File: src/ir_timer_pkg.sv
// Constants, register layout and state types of the infrared carrier timer
package ir_timer_pkg;

  // Register indices on the plain register port
  localparam int          ADDR_W         = 3;
  localparam logic [2:0]  ADDR_CARRIER   = 3'h0;
  localparam logic [2:0]  ADDR_COUNT     = 3'h1;
  localparam logic [2:0]  ADDR_MODTIME   = 3'h2;
  localparam logic [2:0]  ADDR_CTRL      = 3'h3;
  localparam logic [2:0]  ADDR_STATUS    = 3'h4;
  localparam logic [2:0]  ADDR_POWER     = 3'h5;

  // Status and power control bit positions
  localparam int          STAT_TIMER_BIT = 0;
  localparam int          STAT_OVF_BIT   = 1;
  localparam int          PWR_LEVEL_BIT  = 0;
  localparam int          PWR_OE_BIT     = 1;

  // Count values and receive edge select codes
  localparam logic [15:0] COUNT_ZERO     = 16'h0000;
  localparam logic [15:0] COUNT_ALL_ONES = 16'hFFFF;
  localparam logic [15:0] BURST_START    = 16'h0001;
  localparam logic [1:0]  SPACE_PERIODS  = 2'h2;
  localparam logic [1:0]  EDGE_NONE      = 2'h0;
  localparam logic [1:0]  EDGE_FALL      = 2'h1;
  localparam logic [1:0]  EDGE_RISE      = 2'h2;
  localparam logic [1:0]  EDGE_BOTH      = 2'h3;
  localparam logic [6:0]  PRESC_FULL     = 7'h7F;
  localparam logic [2:0]  DIV_MAX        = 3'h7;

  // Register port request
  typedef struct packed {
    logic [2:0]  addr;
    logic [15:0] wdata;
    logic        wr;
    logic        rd;
  } bus_req_t;

  // Control register layout, bit 0 at the bottom
  typedef struct packed {
    logic [2:0] spare;
    logic       irq_en;
    logic [2:0] clock_divider_field;
    logic       burst_count_mode;
    logic       reload_on_capture;
    logic [1:0] receive_edge_select;
    logic       fine_clock_select;
    logic       transmit_data_bit;
    logic       transmit_polarity;
    logic       transmit_mode_bit;
    logic       timer_enable_bit;
  } ctrl_t;

  typedef enum logic [3:0] {
    ST_IDLE    = 4'h1,
    ST_TX      = 4'h2,
    ST_RX_WAIT = 4'h4,
    ST_RX_RUN  = 4'h8
  } mode_state_t;

  // Whole state of the timer
  typedef struct packed {
    mode_state_t st;
    ctrl_t       ctrl;
    logic [15:0] carrier_period;
    logic [15:0] count_value;
    logic [15:0] modulation_time;
    logic        timer_flag;
    logic        overflow_flag;
    logic        manual_output_level;
    logic        manual_output_enable;
    logic [6:0]  presc;
    logic [7:0]  car_cnt;
    logic        car_high;
    logic [15:0] lat_period;
    logic        lat_data;
    logic        lat_pol;
    logic        rx_prev;
    logic [1:0]  space_cnt;
    logic        space_done;
    logic        tx_out;
    logic        tx_oe;
    logic [15:0] rdata;
  } state_t;

  localparam state_t STATE_RST = '{st: ST_IDLE, ctrl: '0, default: '0};

endpackage

File: src/ir_carrier_modulation_timer.sv
// Infrared carrier generator, modulator and capture timer
`timescale 1ns/100ps
// Operation
// Transmit loads count from modulation time and counts down; receive counts up.
// Count wrap from all ones to zero sets overflow flag and interrupt.
// Carrier high lasts high byte plus one, low lasts low byte plus one.
// Input clock is system clock divided by two to the divider field.
// Carrier period, polarity and data bit latched at each interval start.
// Fine clock select picks carrier cycles or input clocks for down count.
// Enabled output idles at the polarity bit level.
// Data one drives carrier, inverted by polarity; data zero holds idle.
// Transmission starts when enable and transmit mode both become set.
// After count reaches zero: reload, resample, drive, set timer flag.
// Switching to receive or clearing enable stops transmission.
// Each interval lasts modulation time plus one counter clocks.
// Receive edge select field chooses qualifying receive edges.
// Receive starts counting from zero at the first qualified edge.
// Later edges store level, capture count, optionally clear count.
// Standard receive sets the timer flag on each capture.
// Receive continues and flags overflow until transmit or disable.
// Burst count mode stops capture; modulation time counts edges.
// Burst mode sets timer flag after two carrier periods without edges.
// Burst mode turning on sets modulation time to one.
// In burst mode fine clock and reload-on-capture still apply.
// While disabled, output level and enable follow power control bits.
// Edge codes: none, falling, rising, both.
// Flags stay until cleared; interrupt is enable gated OR of flags.
module ir_carrier_modulation_timer
  import ir_timer_pkg::*;
(
  input  wire logic              i_clk,
  input  wire logic              i_rst_n,
  input  wire logic [ADDR_W-1:0] i_addr,
  input  wire logic [15:0]       i_wdata,
  input  wire logic              i_wr,
  input  wire logic              i_rd,
  input  wire logic              i_rx,
  output logic [15:0]            o_rdata,
  output logic                   o_tx,
  output logic                   o_tx_oe,
  output logic                   o_irq
);

  state_t   q;
  state_t   n;
  bus_req_t req;
  logic     tick;
  logic     car_end;
  logic     cnt_clk;
  logic     qedge;
  logic     run_tx;
  logic     run_rx;
  ctrl_t    wctrl;

  // Mask of prescaler bits that must be all ones for an input clock
  function automatic logic [6:0] div_mask(input logic [2:0] d);
    div_mask = PRESC_FULL >> (DIV_MAX - d);
  endfunction

  // Qualified edge for a given edge select code
  function automatic logic edge_hit(input logic [1:0] sel,
                                    input logic       prev,
                                    input logic       cur);
    edge_hit = (sel[0] & prev & ~cur) | (sel[1] & ~prev & cur);
  endfunction

  // Request bundle and mode decode
  assign req    = '{addr: i_addr, wdata: i_wdata, wr: i_wr, rd: i_rd};
  assign wctrl  = ctrl_t'(i_wdata);
  assign run_tx = q.ctrl.timer_enable_bit & q.ctrl.transmit_mode_bit;
  assign run_rx = q.ctrl.timer_enable_bit & ~q.ctrl.transmit_mode_bit;

  // Input clock strobe from the power-of-two prescaler
  assign tick = q.ctrl.timer_enable_bit &&
    ((q.presc & div_mask(q.ctrl.clock_divider_field)) ==
     div_mask(q.ctrl.clock_divider_field));

  // End of a carrier low phase closes one carrier cycle
  assign car_end = tick && (q.car_cnt == 8'h00) && !q.car_high;
  assign cnt_clk = q.ctrl.fine_clock_select ? tick : car_end;
  assign qedge   = run_rx &&
    edge_hit(q.ctrl.receive_edge_select, q.rx_prev, i_rx);

  // Next state of the whole timer
  always_comb begin
    logic [15:0] per;
    per = (q.st == ST_TX) ? q.lat_period : q.carrier_period;
    n = q;
    n.rx_prev = i_rx;
    n.presc = q.ctrl.timer_enable_bit ? q.presc + 7'h01 : 7'h00;

    // Register reads, answered one cycle later
    n.rdata = 16'h0000;
    if (req.rd) begin
      case (req.addr)
        ADDR_CARRIER: n.rdata = q.carrier_period;
        ADDR_COUNT:   n.rdata = q.count_value;
        ADDR_MODTIME: n.rdata = q.modulation_time;
        ADDR_CTRL:    n.rdata = q.ctrl;
        ADDR_STATUS:  n.rdata = {14'h0000, q.overflow_flag, q.timer_flag};
        ADDR_POWER:   n.rdata = {14'h0000, q.manual_output_enable,
                                 q.manual_output_level};
        default:      n.rdata = 16'h0000;
      endcase
    end

    // Register writes; flags are write one to clear
    if (req.wr) begin
      case (req.addr)
        ADDR_CARRIER: n.carrier_period = req.wdata;
        ADDR_COUNT:   n.count_value = req.wdata;
        ADDR_MODTIME: n.modulation_time = req.wdata;
        ADDR_CTRL:    n.ctrl = {3'h0, wctrl[12:0]};
        ADDR_STATUS: begin
          if (req.wdata[STAT_TIMER_BIT]) n.timer_flag = 1'b0;
          if (req.wdata[STAT_OVF_BIT]) n.overflow_flag = 1'b0;
        end
        ADDR_POWER: begin
          n.manual_output_level  = req.wdata[PWR_LEVEL_BIT];
          n.manual_output_enable = req.wdata[PWR_OE_BIT];
        end
        default: ;
      endcase
    end

    // Carrier generator: high phase then low phase
    if (!q.ctrl.timer_enable_bit) begin
      n.car_high = 1'b1;
      n.car_cnt  = q.carrier_period[15:8];
    end else if (tick) begin
      if (q.car_cnt != 8'h00) begin
        n.car_cnt = q.car_cnt - 8'h01;
      end else if (q.car_high) begin
        n.car_high = 1'b0;
        n.car_cnt  = per[7:0];
      end else begin
        n.car_high = 1'b1;
        n.car_cnt  = per[15:8];
      end
    end

    // Mode sequencing
    case (q.st)
      ST_IDLE, ST_RX_WAIT, ST_RX_RUN: begin
        if (run_tx) begin
          n.st          = ST_TX;
          n.count_value = q.modulation_time;
          n.lat_period  = q.carrier_period;
          n.lat_data    = q.ctrl.transmit_data_bit;
          n.lat_pol     = q.ctrl.transmit_polarity;
          n.car_high    = 1'b1;
          n.car_cnt     = q.carrier_period[15:8];
        end else if (!run_rx) begin
          n.st = ST_IDLE;
        end else if (q.st == ST_IDLE) begin
          n.st = ST_RX_WAIT;
        end else if (q.st == ST_RX_WAIT) begin
          if (qedge) begin
            n.st          = ST_RX_RUN;
            n.count_value = COUNT_ZERO;
            n.space_cnt   = 2'h0;
            n.space_done  = 1'b0;
            if (q.ctrl.burst_count_mode) begin
              n.modulation_time = q.modulation_time + 16'h0001;
            end
          end
        end else begin
          // Up count with capture or burst edge counting
          if (cnt_clk) begin
            n.count_value = q.count_value + 16'h0001;
            if (q.count_value == COUNT_ALL_ONES) begin
              n.overflow_flag = 1'b1;
            end
          end
          if (qedge) begin
            n.space_cnt  = 2'h0;
            n.space_done = 1'b0;
            if (q.ctrl.burst_count_mode) begin
              n.modulation_time = q.modulation_time + 16'h0001;
            end else begin
              n.ctrl.transmit_data_bit = i_rx;
              n.modulation_time        = q.count_value;
              n.timer_flag             = 1'b1;
            end
            if (q.ctrl.reload_on_capture) begin
              n.count_value = COUNT_ZERO;
            end
          end else if (q.ctrl.burst_count_mode && car_end &&
                       !q.space_done) begin
            n.space_cnt = q.space_cnt + 2'h1;
            if (q.space_cnt + 2'h1 == SPACE_PERIODS) begin
              n.timer_flag = 1'b1;
              n.space_done = 1'b1;
            end
          end
        end
      end
      ST_TX: begin
        if (!run_tx) begin
          n.st = run_rx ? ST_RX_WAIT : ST_IDLE;
        end else if (cnt_clk) begin
          if (q.count_value == COUNT_ZERO) begin
            n.count_value = q.modulation_time;
            n.lat_period  = q.carrier_period;
            n.lat_data    = q.ctrl.transmit_data_bit;
            n.lat_pol     = q.ctrl.transmit_polarity;
            n.timer_flag  = 1'b1;
          end else begin
            n.count_value = q.count_value - 16'h0001;
          end
        end
      end
      default: n.st = ST_IDLE;
    endcase

    // Burst mode switched on loads modulation time with one
    if (req.wr && req.addr == ADDR_CTRL && wctrl.burst_count_mode &&
        !q.ctrl.burst_count_mode) begin
      n.modulation_time = BURST_START;
    end

    // Transmit pin drive
    if (!n.ctrl.timer_enable_bit) begin
      n.tx_out = n.manual_output_level;
      n.tx_oe  = n.manual_output_enable;
    end else if (n.st == ST_TX) begin
      n.tx_out = n.lat_data ? (n.car_high ^ n.lat_pol) : n.lat_pol;
      n.tx_oe  = 1'b1;
    end else begin
      n.tx_out = n.ctrl.transmit_polarity;
      n.tx_oe  = 1'b1;
    end
  end

  // State register
  always_ff @(posedge i_clk) begin
    if (!i_rst_n) begin
      q <= STATE_RST;
    end else begin
      q <= n;
    end
  end

  // Outputs
  assign o_rdata = q.rdata;
  assign o_tx    = q.tx_out;
  assign o_tx_oe = q.tx_oe;
  assign o_irq   = q.ctrl.irq_en &
                   (q.timer_flag | q.overflow_flag);

  logic cnt_wr;
  assign cnt_wr = req.wr && (req.addr == ADDR_COUNT);
endmodule

File: config.mk
export PLATFORM = sky130hd
export DESIGN_NAME = ir_carrier_modulation_timer
export DESIGN_NICKNAME = d
export VERILOG_FILES = /design/src/ir_timer_pkg.sv /design/src/ir_carrier_modulation_timer.sv
export SDC_FILE = /design/constraint.sdc
export NUM_CORES = 1
export LEC_CHECK = 0
export ABC_AREA = 1
export BUFFER_PORTS_ARGS = -buffer_cell sky130_fd_sc_hd__buf_4
export CORE_MARGIN = 2
export CORE_UTILIZATION = 60
export DETAILED_ROUTE_END_ITERATION = 10
export PLACE_DENSITY = 0.86
export SETUP_SLACK_MARGIN = 0.2
export SYNTH_ARGS = -nofsm -noshare
export SYNTH_HDL_FRONTEND = slang
export SYNTH_SLANG_ARGS = --single-unit
File: constraint.sdc
create_clock -name i_clk -period 2.55 [get_ports i_clk]
set_clock_uncertainty 0.2 [all_clocks]
set_input_delay 0.1275 -clock i_clk [delete_from_list [all_inputs] [get_ports i_clk]]
set_output_delay 0.1275 -clock i_clk [all_outputs]
set_load 0.02 [all_outputs]
; Word-level counts from Yosys, hierarchy flattened
; Cells that the tools add are included.
[totals]
regBits = 125
out_inout_bits = 19
in_bits = 24
[op_classes]
eq_ne = 18
n_reduce_logical = 28
n_shift = 1
mux = 75
bitwise_logic = 17
addsub = 7
[ops]
columns = op, count
row1 = 2-to-1 mux 16 bit, 13
row2 = 2-to-1 mux 32 bit, 3
row3 = case mux 16 bit (6 select lines), 1
row4 = 2-to-1 mux 18 bit, 4
row5 = 2-to-1 mux 34 bit, 2
row6 = 2-to-1 mux 56 bit, 1
row7 = 2-to-1 mux 9 bit, 4
row8 = case mux 18 bit (2 select lines), 1
row9 = "adder 16 x 1 -> 16 bit, second input constant", 2
row10 = case mux 16 bit (2 select lines), 1
row11 = 2-to-1 mux 4 bit, 7
row12 = 2-to-1 mux 27 bit, 1
row13 = 2-to-1 mux 1 bit, 24
row14 = "== test 16 bit, second input constant", 1
row15 = logical NOT 16 bit, 1
row16 = "subtractor 16 x 1 -> 16 bit, second input constant", 1
row17 = 2-to-1 mux 3 bit, 5
row18 = 2-to-1 mux 2 bit, 5
row19 = logical AND 1 bit, 9
row20 = "== test 4 x 2 -> 1 bit, second input constant", 2
row21 = logical NOT 8 bit, 1
row22 = 2-to-1 mux 8 bit, 1
row23 = "!= test 2 bit, second input constant", 4
row24 = case mux 4 bit (2 select lines), 1
row25 = 30 further kinds, 51

; Logic depth before layout (Yosys ltp)
; Gate-level depths: netlist (run 1).
[depth]
ltp_word = 17
depth_mapped = 17
ltp_nobuf = 17

; Least setup slack after synthesis (run 1)
; OpenSTA, ideal clock, no wires.
[synth_timing]
kind = reg-to-reg
from = register q[41] in the netlist's numbering
to = register q (netlist bit o_tx)
n_path_buf = 0
arrival_ns = 1.659
path_slack_ns = 0.579
stages_incl_launch_ff = 18
path_cell_list = dfxtp_1 > inv_1 > ha_1 > nand2_1 > nor2_1 > nand3_1 > nand2_1 > nand3_4 > nand2_1 > nand2_4 > nand2_2 > nand2_2 > inv_2 > nand2_1 > nand2_1 > nand2_1 > nand2_1 > nand2_1
[synth_between]
elab_chain_cells = 11
word_cells_on_any_way = 17
classes_between = mux (12) / bitwise (1) / reduce/logical (4)
[synth_lines]
columns = item, line_no
row1 = "start, declared", ir_carrier_modulation_timer.sv:44  ; state_t q;
row2 = "start signal, assigned", ir_carrier_modulation_timer.sv:240  ; q <= n;
row3 = logical NOT 8 bit, ir_carrier_modulation_timer.sv:79  ; assign car_end = tick && (q.car_cnt == 8'h00) && !q.car_high;
row4 = logical AND 1 bit (2 in series), ir_carrier_modulation_timer.sv:79
row5 = 2-to-1 mux 1 bit, ir_carrier_modulation_timer.sv:80  ; assign cnt_clk = q.ctrl.fine_clock_select ? tick : car_end;
row6 = 2-to-1 mux 18 bit, ir_carrier_modulation_timer.sv:201  ; end else if (cnt_clk) begin
row7 = 2-to-1 mux 18 bit, ir_carrier_modulation_timer.sv:199  ; if (!run_tx) begin
row8 = case mux 18 bit (2 select lines), ir_carrier_modulation_timer.sv:143  ; case (q.st)
row9 = bitwise XOR 1 bit, ir_carrier_modulation_timer.sv:227  ; n.tx_out = n.lat_data ? (n.car_high ^ n.lat_pol) : n.lat_pol;
row10 = 2-to-1 mux 1 bit *, ir_carrier_modulation_timer.sv:227
row11 = 2-to-1 mux 2 bit *, ir_carrier_modulation_timer.sv:226  ; end else if (n.st == ST_TX) begin
row12 = 2-to-1 mux 2 bit *, ir_carrier_modulation_timer.sv:223  ; if (!n.ctrl.timer_enable_bit) begin
; Every way passes the cells marked *; elsewhere a longest branch is shown, timed or not. The select of a mux whose other input is x is not followed.
; A chain may end at the register's enable or synchronous reset.

; Worst setup path after layout (run 1)
[layout_timing]
from = register q[126] in the netlist's numbering
to = register q[62] in the netlist's numbering
[layout_between]
elab_chain_cells = 6
word_cells_on_any_way = 9
classes_between = eq/ne (3) / mux (5) / reduce/logical (1)
[layout_lines]
columns = item, line_no
row1 = == test 4 x 3 -> 1 bit, "ir_carrier_modulation_timer.sv:143, ir_carrier_modulation_timer.sv:157"
row2 = 2-to-1 mux 32 bit, ir_carrier_modulation_timer.sv:157  ; end else if (q.st == ST_RX_WAIT) begin
row3 = 2-to-1 mux 34 bit, ir_carrier_modulation_timer.sv:155  ; end else if (q.st == ST_IDLE) begin
row4 = 2-to-1 mux 34 bit, ir_carrier_modulation_timer.sv:153  ; end else if (!run_rx) begin
row5 = 2-to-1 mux 18 bit, ir_carrier_modulation_timer.sv:145  ; if (run_tx) begin
row6 = 2-to-1 mux 16 bit *, ir_carrier_modulation_timer.sv:143
; Every way passes the cells marked *; elsewhere a longest branch is shown, timed or not.

==> results of run 1 <==
==> worst register-to-register path, cell delays in order (launching register included) <==
cell      delay (ps)
dfxtp_1          470
nand3_2          280
nand3_4          300
nand2_1          240
nor2_1           490
o211ai_1         160
a21oi_1          180
==> metrics by stage <==
| step | worst slack [ps] | power [mW] |
|---|---|---|
| 3_5_place_dp | 91.5 | 3.26 |
| 5_1_grt | 171 | 6.12 |
| 3_3_place_gp | 103 | 3.27 |
| 2_1_floorplan | 579 | 2.88 |
| 4_1_cts | 202 | 5.86 |
| 6_report | 164 | 5.96 |
==> power by group through the flow <==
| stage | sequential, mW | combinational (mW) | clock [mW] |
|---|---|---|---|
| after floorplan | 2.12 | 0.753 | 0 |
| after global placement | 2.16 | 1.11 | 0 |
| after detailed placement | 2.16 | 1.10 | 0 |
| after CTS | 2.12 | 1.14 | 2.60 |
| after global routing | 2.13 | 1.31 | 2.68 |
| final | 2.13 | 1.23 | 2.60 |
==> final cells by class <==
class                   count  area, um^2
flip-flops and latches    125        2510
well taps                 180         225
multi-input cells         905        4990
clock inverters            14         183
fillers                  1138        3680
inverters                 161         626
clock buffers              18         439
repair buffers            136        1110
==> synthesized netlist by cell type, drive strengths merged, types with 7 or more instances <==
cell    instances  area (um^2)
ha              7         87.6
inv           160          611
nand4          12         90.1
o21ai         171          863
xor2           23          201
nand2         233          937
o211ai         26          195
o22ai          22          138
buf            45          299
a221oi         16          146
nor3           23          158
nand3          57          348
a21oi         135          706
nor2          125          598
clkbuf         23         86.3
dfxtp         125         2500
a31oi          14         87.6
==> placed cells by master (no fill, tap or decap), drive strengths merged, types with 2 or more instances in the layout <==
| master | count |
|---|---|
| nand3 | 57 |
| a32oi | 3 |
| clkinv | 5 |
| a21oi | 135 |
| o211ai | 26 |
| o31ai | 3 |
| o21a | 2 |
| o21ai | 171 |
| a41oi | 2 |
| nor3 | 23 |
| nand2 | 234 |
| o211a | 2 |
| buf | 111 |
| dfxtp | 125 |
| o221ai | 2 |
| dlygate4sd3 | 25 |
| nor2 | 126 |
| inv | 163 |
| o22ai | 22 |
| clkbuf | 18 |
| a221oi | 16 |
| bufinv | 3 |
| clkinvlp | 4 |
| o21bai | 3 |
| xnor2 | 3 |
| a211oi | 4 |
| nor4 | 3 |
| or2 | 3 |
| ha | 7 |
| xor2 | 23 |
| a31oi | 14 |
| nand4 | 12 |
| a22oi | 3 |
==> worst max path at each step <==
stage	endpoint	from	cells after the start
floorplan	o_tx$_SDFF_PN0_	q[41]$_SDFF_PN0_	17
CTS	q[79]$_SDFF_PN0_	q[41]$_SDFF_PN0_	13
global placement	q[69]$_SDFF_PP0_	q[108]$_SDFF_PN0_	11
global route	q[65]$_SDFF_PP0_	q[124]$_SDFF_PN1_	9
finish	q[62]$_SDFF_PP0_	q[126]$_SDFF_PN0_	6
detailed placement	q[69]$_SDFF_PP0_	q[108]$_SDFF_PN0_	11
==> what timing repair did <==
item,in CTS,in global routing
setup endpoints to repair,22,51
buffers inserted,3,5
resized for setup,1,39
hold endpoints to repair,54,0
cloned,0,2
pin swaps,1,9
hold buffers,25,0
==> kinds of logic (layout without fill, tap and decap cells) <==
group / after synthesis / in the layout / share of synthesized area [%]
adders and majority gates: 7 / 7 / 1.04
and+or+nand+nor: 457 / 459 / 26.0
muxes: 1 / 1 / 0.134
buffers and inverters: 229 / 329 / 11.9
DFF: 125 / 125 / 29.8
xor gates and xnor gates: 26 / 26 / 2.72
AOI/OAI and AO/OA: 412 / 412 / 28.4
==> layer usage <==
metal / up-vias / GRT usage (%)
li1: 4439 / -
met1: 4427 / 59.7
met2: 840 / 67.0
met3: 194 / 13.0
met4: 0 / 28.9
met5: - / 0
==> flip-flops by register name, indices dropped and copies added, names as in the netlist <==
| signal | flops |
|---|---|
| o_tx_oe | 1 |
| o_tx | 1 |
| o_rdata | 16 |
| q | 107 |
==> results.cfg, run 1 <==
[synthesis]
synth_edf_count = 0
netlist_area_um2 = 8380
synth-seq-cells = 125
synth.distinct_cells = 57
yosysSeqAreaShare_pct = 29.8
yosysWarningCount = 0
synthArstFlopShare_pct = 0
syn_nets = 1288
syn_area_per_cell_um2 = 6.67
ys.flop_type = dfxtp_1
syn_inst = 1257

[worst_setup_path]
crit_buf_inv = 0
required_ps = 2710
path_class = reg2reg
crit_path_end_kind = flop
r2r_start = q[126]$_SDFF_PN0_
start_kind = flop
rr_endpoint = q[62]$_SDFF_PP0_
reg2reg_depth = 6
cpPeakStageDelay_ps = 490
path_delay_family = simple AND/OR/NAND/NOR gates
r2r_slack_ps = 160
cpMaxStageDelayCell = nor2_1
cp.arrival_ps = 2550
path_cells = nand3_2 -> nand3_4 -> nand2_1 -> nor2_1 -> o211ai_1 -> a21oi_1
path_max_fanout = 10

[floorplanning]
die_h_um = 122
fp.coreArea_um2 = 13800
chipWidth_um = 122
initial_core_util_pct = 60.9
row_count = 43
dieArea_um2 = 14900
io-pin-count = 43

[pwr]
pwr-share-clk_pct = 43.7
switching_power_mw = 1.96
p_per_area_nw_per_um2 = 591
p_leak_nw = 4.21
power.share.sequential_pct = 35.7
ir_drop_mv = 0.552
internal-power_mw = 4.00
comb_power_share_pct = 20.6
p_sw_share_pct = 32.9

[timing]
worst_pin_slew_ps = 876
hold_viol = 0
relSlewSlack_pct = 41.5
max_freq_ghz = 0.419
fin_crit_ps = 2390
setup_viol = 0
holdWs_ps = 38.4
finalMaxSlewViolations = 0
finalCritPeriodShare_pct = 93.6
tns_ps = 0
rsz0062_at_grt = true

[routing]
wire_per_inst_um = 22.4
wl_met2_um = 14300
antenna_left = 0
viasPerCell = 6.43
drc = 0
first_iter_violations = 1573
wl_met3_um = 4690
met1Wirelength_um = 13100
routed_wl_um = 34400
drtPass1Iterations = 6
routed.top_layer = met4
vias = 9900

[layout]
nNetsFinal = 1377
stdcell_area_um2 = 10100
n_antenna_cell = 0
final_core_util_pct = 73.2
syn_to_final_growth_pct = 20.3
stdcell_count = 1539
drive_gt1_share_pct = 19.2

[global_routing]
grt-ovfl-total = 0
antenna_found_initial = 0
grt_pass1_wl_um = 51200
grtUsageTotal_pct = 46.0
grt_max_degree = 39
grt_pass1_vias = 9075

[hold_path]
hp-class = in2reg
hp-start = i_rd
hold_depth = 3
whs_endpoint = o_rdata[3]$_SDFF_PN0_

[placed_design]
dp.final_hpwl_um = 24800
portBuffers = 42
placed_area_um2 = 9000
dpl.cell_count = 1472
gp_congestion = 1.09

[clock_network]
root_buffer = clkbuf_16
clk_latency_ps = 430
cts_sinks = 125
clk_pin_slew_ps = 60
numCtsBuffers = 17
h-tree-depth = 4
cts_tree = yes
clk_path_buf_depth = 2

[run]
drv_cap = 0

[status]
status = finished, final reports clean
Power figures use the tool's default switching activity.
==> run 2: changes to the inputs <==
--- a/config.mk
+++ b/config.mk
@@ -10,8 +10,9 @@
 export CORE_MARGIN = 2
 export CORE_UTILIZATION = 60
 export DETAILED_ROUTE_END_ITERATION = 10
+export GPL_ROUTABILITY_DRIVEN = 0
 export PLACE_DENSITY = 0.86
-export SETUP_SLACK_MARGIN = 0.2
+export SETUP_SLACK_MARGIN = 0.5
 export SYNTH_ARGS = -nofsm -noshare
 export SYNTH_HDL_FRONTEND = slang
 export SYNTH_SLANG_ARGS = --single-unit
==> run 2 against run 1 <==
The run now fails in global routing. Synthesized cell count is the same. Area after synthesis unchanged.
==> results.cfg, run 2 <==
[synthesis]
synthArstFlopShare_pct = 0
netlist_area_um2 = 8380
yosysSeqAreaShare_pct = 29.8
synth.distinct_cells = 57
synth_area_leaders = dfxtp_1 (30%), nand2_1 (9.7%), o21ai_0 (8.2%)
syn_nets = 1288
yosysTopAreaCell = dfxtp_1
syn_area_per_cell_um2 = 6.67
yosysWarningCount = 0
ys.flop_type = dfxtp_1
syn_inst = 1257
synth_edf_count = 0
synth_top_area_share_pct = 29.8
yosysMostFrequentCell = nand2_1
synth-seq-cells = 125
synth_common_cells = nand2_1 (216), inv_1 (137), o21ai_0 (137)

[global_routing]
grt-ovfl-total = 38
grtUsageTotal_pct = 68.1
grt_max_degree = 44

[placed_design]
portBuffers = 42
dp.final_hpwl_um = 21700

[timing]
worst_endpoint = q[91]$_SDFF_PN0_/D
endpoint_type = register data pin

[floorplanning]
row_count = 43
die_h_um = 122
io-pin-count = 43
chipWidth_um = 122
initial_core_util_pct = 60.9

[clock_network]
numCtsBuffers = 17
h-tree-depth = 4
clk_path_buf_depth = 2
root_buffer = clkbuf_16
cts_sinks = 125

[status]
failed_stage = global routing
first-error = [ERROR GRT-0232] Routing congestion too high. Check the congestion heatmap in the GUI.
status = did not finish
run 2: cells by family after synthesis:
logic type	after synthesis	share of synthesized area (%)
AND/OR/NAND/NOR	457	26.0
AO/OA/AOI/OAI	412	28.4
multiplexers	1	0.134
XOR/XNOR	26	2.72
buffers and inverters	229	11.9
flip-flops	125	29.8
adder cells (fa/ha/maj)	7	1.04
run 2: what timing repair did:
action	CTS
pin swaps	28
cloned	1
setup buffers	37
resized for setup	87
endpoints found under the hold margin	56
setup endpoints to repair	67
hold buffers	28
run 2: routing by layer:
layer,global-route usage [%],overflow
met5,24.3,0
met3,55.9,0
met2,82.4,15
met4,61.4,23
met1,70.2,0
run 2: stage by stage:
stage	hold slack, ps	area [um^2]	setup WS (ps)	cells	util, %
floorplan	25.1	8380	579	1257	-
CTS	11.3	10300	471	1547	74.6
detailed placement	158	8830	65.6	1450	64.1
global placement	143	8830	94.2	1450	64.1
==> run 3: changes to the inputs <==
--- a/config.mk
+++ b/config.mk
@@ -8,11 +8,10 @@
 export ABC_AREA = 1
 export BUFFER_PORTS_ARGS = -buffer_cell sky130_fd_sc_hd__buf_4
 export CORE_MARGIN = 2
-export CORE_UTILIZATION = 60
+export CORE_UTILIZATION = 40
 export DETAILED_ROUTE_END_ITERATION = 10
 export GPL_ROUTABILITY_DRIVEN = 0
-export PLACE_DENSITY = 0.86
-export SETUP_SLACK_MARGIN = 0.5
+export PLACE_DENSITY_LB_ADDON = 0.15
 export SYNTH_ARGS = -nofsm -noshare
 export SYNTH_HDL_FRONTEND = slang
 export SYNTH_SLANG_ARGS = --single-unit
==> run 3 against run 2 <==
The run now ends clean.
==> results.cfg, run 3 (synthesis results as in run 1) <==
[timing]
worst_pin_slew_ps = 869
max_freq_ghz = 0.410
relSlewSlack_pct = 41.9
finalCritPeriodShare_pct = 95.7
rsz0062_at_grt = false
fin_crit_ps = 2440
setup_viol = 0
finalMaxSlewViolations = 0
hold_viol = 0
timing.final.ws_setup_ps = 109
holdWs_ps = 20.4

[layout]
largest_register = q
largest_register_ffs = 107
final_common_cell = nand2_1
stdcell_count = 1616
final_cell_mix = nand2_1 (216), inv_1 (137), o21ai_0 (137)
syn_to_final_growth_pct = 19.4
nNetsFinal = 1364
drive_gt1_share_pct = 16.9
nFillCells = 2159
n_antenna_cell = 0
stdcell_area_um2 = 10000

[routing]
viasPerCell = 5.76
antenna_left = 0
drtPass1Iterations = 6
routed_wl_um = 33400
wire_per_inst_um = 20.7
first_iter_violations = 1072
drc = 0
vias = 9310

[clock_network]
cts_sinks = 125
clk_latency_ps = 440
h-tree-depth = 4
clk_path_buf_depth = 2
cts_tree = yes
root_buffer = clkbuf_16
clk_pin_slew_ps = 60
numCtsBuffers = 17

[placed_design]
dpl.cell_count = 1558
place_ws_ps = -7.81
portBuffers = 42
dp.final_hpwl_um = 24800
placed_area_um2 = 9100

[worst_setup_path]
crit_path_end_kind = flop
cpPeakStageDelay_ps = 520
cpMaxStageDelayCell = dfxtp_2
path_max_fanout = 8
reg2reg_depth = 11
start_kind = flop
required_ps = 2670
worstSetupStartpoint = q[108]$_SDFF_PN0_
r2r_start = q[108]$_SDFF_PN0_
path_cells = inv_4 -> nor2_8 -> nand3_4 -> o21ai_1 -> inv_2 -> nand2_2 -> nand2_2 -> inv_2 -> o22ai_1 -> nand2_1 -> a21oi_1
r2r_slack_ps = 110
setup.worst_path.end = q[76]$_SDFF_PN0_
path_class = reg2reg
rr_endpoint = q[76]$_SDFF_PN0_
cp.arrival_ps = 2560

[floorplanning]
fp.coreArea_um2 = 20400
initial_core_util_pct = 41.0
row_count = 52
dieArea_um2 = 22100
chipWidth_um = 149
die_h_um = 149
io-pin-count = 43

[global_routing]
grt_max_degree = 37
grt-ovfl-total = 0
antenna_found_initial = 0
grt_pass1_wl_um = 51000
grtUsageTotal_pct = 30.5
grt_pass1_vias = 8811

[run]
drv_cap = 0

[pwr]
finalPower_mw = 5.94
ir_drop_mv = 0.533
p_per_area_nw_per_um2 = 594
p_leak_nw = 4.14

[status]
status = finished, final reports clean

[hold_path]
hp-class = in2reg
## run 3: layer usage
| metal | GRT usage, % | up-vias | wire length (um) |
|---|---|---|---|
| met5 | 0 | - | 0 |
| met4 | 15.5 | 0 | 1600 |
| met2 | 44.5 | 526 | 13800 |
| met1 | 42.3 | 4273 | 14600 |
| met3 | 6.79 | 98 | 3390 |
| li1 | - | 4413 | - |
## run 3: worst min path at each step
| stage | startpoint | to | slack [ps] | cells after the start |
|---|---|---|---|---|
| 4_1_cts | i_rst_n | q[124]$_SDFF_PN1_ | 2 | 3 |
| 6_report | i_rst_n | q[124]$_SDFF_PN1_ | 20 | 3 |
| 3_5_place_dp | i_rx | q[21]$_SDFF_PN0_ | 150 | 3 |
| 3_3_place_gp | i_rx | q[21]$_SDFF_PN0_ | 140 | 3 |
| 2_1_floorplan | i_rx | q[21]$_SDFF_PN0_ | 30 | 2 |
| 5_1_grt | i_rst_n | q[124]$_SDFF_PN1_ | 20 | 3 |
## run 3: area by class of cell
class / count / area, um^2 / area share (%)
multi-input cells: 903 / 4890 / 48.9
clock buffers: 23 / 468 / 4.68
flip-flops and latches: 125 / 2510 / 25.0
repair buffers: 125 / 1030 / 10.3
well taps: 270 / 338 / 3.38
clock inverters: 9 / 159 / 1.59
inverters: 161 / 617 / 6.16
## run 3: per-stage QoR
| step | util [%] | TNS, ps |
|---|---|---|
| 5_1_grt | 49.0 | 0 |
| 2_1_floorplan | - | 0 |
| 3_5_place_dp | 44.6 | -18.4 |
| 6_report | 49.0 | 0 |
| 3_3_place_gp | 44.6 | -80.7 |
| 4_1_cts | 48.9 | 0 |
## run 3: what timing repair did
action	in CTS	in global routing
hold buffers	25	0
gates resized for setup	1	5
setup endpoints to repair	3	7
endpoints found under the hold margin	50	0
pin swaps	0	1
buffers inserted	0	1
## run 3: worst max-delay path: cells and delay by family, from the launching register on
family / cells / cell delay, ps
AND/OR/NAND/NOR: 5 / 740
buffers and inverters: 3 / 350
AO/OA/AOI/OAI: 3 / 500
flip-flops: 1 / 520
## run 3: power by group
| group | internal, mW | switching [mW] | total, mW |
|---|---|---|---|
| combinational | 0.384 | 0.755 | 1.14 |
| sequential | 2.03 | 0.102 | 2.13 |
| clock | 1.69 | 0.974 | 2.67 |
==> run 4: changes to the inputs <==
--- a/config.mk
+++ b/config.mk
@@ -11,7 +11,7 @@
 export CORE_UTILIZATION = 40
 export DETAILED_ROUTE_END_ITERATION = 10
 export GPL_ROUTABILITY_DRIVEN = 0
-export PLACE_DENSITY_LB_ADDON = 0.15
+export PLACE_DENSITY_LB_ADDON = 0.3
 export SYNTH_ARGS = -nofsm -noshare
 export SYNTH_HDL_FRONTEND = slang
 export SYNTH_SLANG_ARGS = --single-unit
==> run 4 against run 3 <==
Global-route usage down 1.1 points. Routed wire length down 3.1%. Via count up 0.69%. Clock-buffer cell count down 5. Critical path type unchanged. Critical endpoint is now q[60]$_SDFF_PN0_. Highest routed layer unchanged.
==> results.cfg, run 4 (synthesis results as in run 1) <==
[status]
status = finished, final reports clean

[run]
drv_cap = 0

[global_routing]
grt_pass1_wl_um = 49600
grt-ovfl-total = 0
grt_max_degree = 41
grtUsageTotal_pct = 29.4
grt_pass1_vias = 8511
antenna_found_initial = 0

[layout]
drive_gt1_share_pct = 16.2
final_common_cell = nand2_1
multi_input_area_um2 = 4890
largest_register = q
final_cell_mix = nand2_1 (216), o21ai_0 (137), inv_1 (135)
final_core_util_pct = 48.8
largest_register_ffs = 107
nFillCells = 2095
n_antenna_cell = 0
seq_area_um2 = 2500
stdcell_area_um2 = 9970
syn_to_final_growth_pct = 18.9
nNetsFinal = 1356

[routing]
vias = 9374
drc = 0
viasPerCell = 5.83
wire_per_inst_um = 20.1
routed_wl_um = 32400
drtPass1Iterations = 8
first_iter_violations = 1425
antenna_left = 0

[clock_network]
cts_tree = yes
clk_path_buf_depth = 2
numCtsBuffers = 17
clk_pin_slew_ps = 60
root_buffer = clkbuf_16
h-tree-depth = 4
clk_latency_ps = 430
cts_sinks = 125

[worst_setup_path]
start_kind = flop
cp.arrival_ps = 2650
required_ps = 2720
rr_endpoint = q[60]$_SDFF_PN0_
crit_path_end_kind = flop
path_max_fanout = 8
r2r_start = q[108]$_SDFF_PN0_
reg2reg_depth = 10
r2r_slack_ps = 70
path_class = reg2reg

[timing]
rsz0062_at_grt = true
finalCritPeriodShare_pct = 97.1
hold_viol = 0
holdWs_ps = 48.5
setup_viol = 0
max_freq_ghz = 0.404
fin_crit_ps = 2480
finalMaxSlewViolations = 0
relSlewSlack_pct = 36.2
worst_pin_slew_ps = 955

[hold_path]
hp-start = i_addr[2]
whs_endpoint = o_rdata[0]$_SDFF_PN0_
hold_depth = 6
hp-class = in2reg

[floorplanning]
io-pin-count = 43
initial_core_util_pct = 41.0
fp.coreArea_um2 = 20400
row_count = 52
chipWidth_um = 149
dieArea_um2 = 22100
die_h_um = 149

[placed_design]
dp.final_hpwl_um = 23400
portBuffers = 42
placed_area_um2 = 8950

[pwr]
ir_drop_mv = 0.496
p_per_area_nw_per_um2 = 599
p_leak_nw = 4.11
finalPower_mw = 5.98
run 4: routing by layer:
metal | global-route usage, % | share of wire, % | wire length (um) | vias up
met4 | 14.0 | 5.2 | 1680 | 0
met5 | 0 | 0 | 0 | -
met1 | 40.5 | 42 | 13500 | 4240
li1 | - | - | - | 4387
met3 | 7.06 | 11 | 3690 | 108
met2 | 43.1 | 42 | 13500 | 639
run 4: per-stage QoR:
stage	TNS [ps]	instances	worst slack [ps]
final	0	1608	72.8
after global routing	-6.90	1608	-6.90
after CTS	0	1602	62.1
after detailed placement	0	1539	118
after global placement	0	1539	120
after floorplan	0	1257	579
run 4: power by group:
| group | switching, mW | internal (mW) | leakage [nW] | total [mW] |
|---|---|---|---|---|
| combinational | 0.759 | 0.372 | 2.79 | 1.13 |
| sequential | 0.0986 | 2.03 | 1.02 | 2.13 |
| clock | 0.978 | 1.74 | 0.306 | 2.71 |
run 4: critical path, stage by stage, from the launching register on:
cell	delay [ps]
dfxtp_1	620
inv_4	90
nor2_8	160
nand3_4	170
inv_2	110
nand2_1	160
inv_1	320
a32oi_1	130
o221ai_1	310
nand2_1	90
inv_1	60
run 4: repair_timing:
item | CTS | global route
endpoints found under the hold margin | 54 | 0
resized for setup | 0 | 6
setup buffers | 0 | 6
hold buffers | 31 | 0
endpoints found under the setup margin | 0 | 9
run 4: layout make-up:
type	count	area share [%]
clock buffer	18	4.30
multi-input combinational	903	49.1
clock inverter	14	2.18
tap	270	3.39
timing repair buffer	117	9.71
sequential	125	25.1
inverter	161	6.20
run 4: how the worst max path moves through the flow:
stage                     slack, ps             endpoint         startpoint  cells after the start
after floorplan                 580      o_tx$_SDFF_PN0_   q[41]$_SDFF_PN0_                     17
after global placement          120     q[72]$_SDFF_PP0_   q[60]$_SDFF_PN0_                     12
after detailed placement        120     q[72]$_SDFF_PP0_   q[60]$_SDFF_PN0_                     12
after CTS                        60  q[119]$_SDFFE_PN0P_          i_addr[1]                     11
after global routing             -7     q[72]$_SDFF_PP0_   q[60]$_SDFF_PN0_                     12
final                            70     q[60]$_SDFF_PN0_  q[108]$_SDFF_PN0_                     10
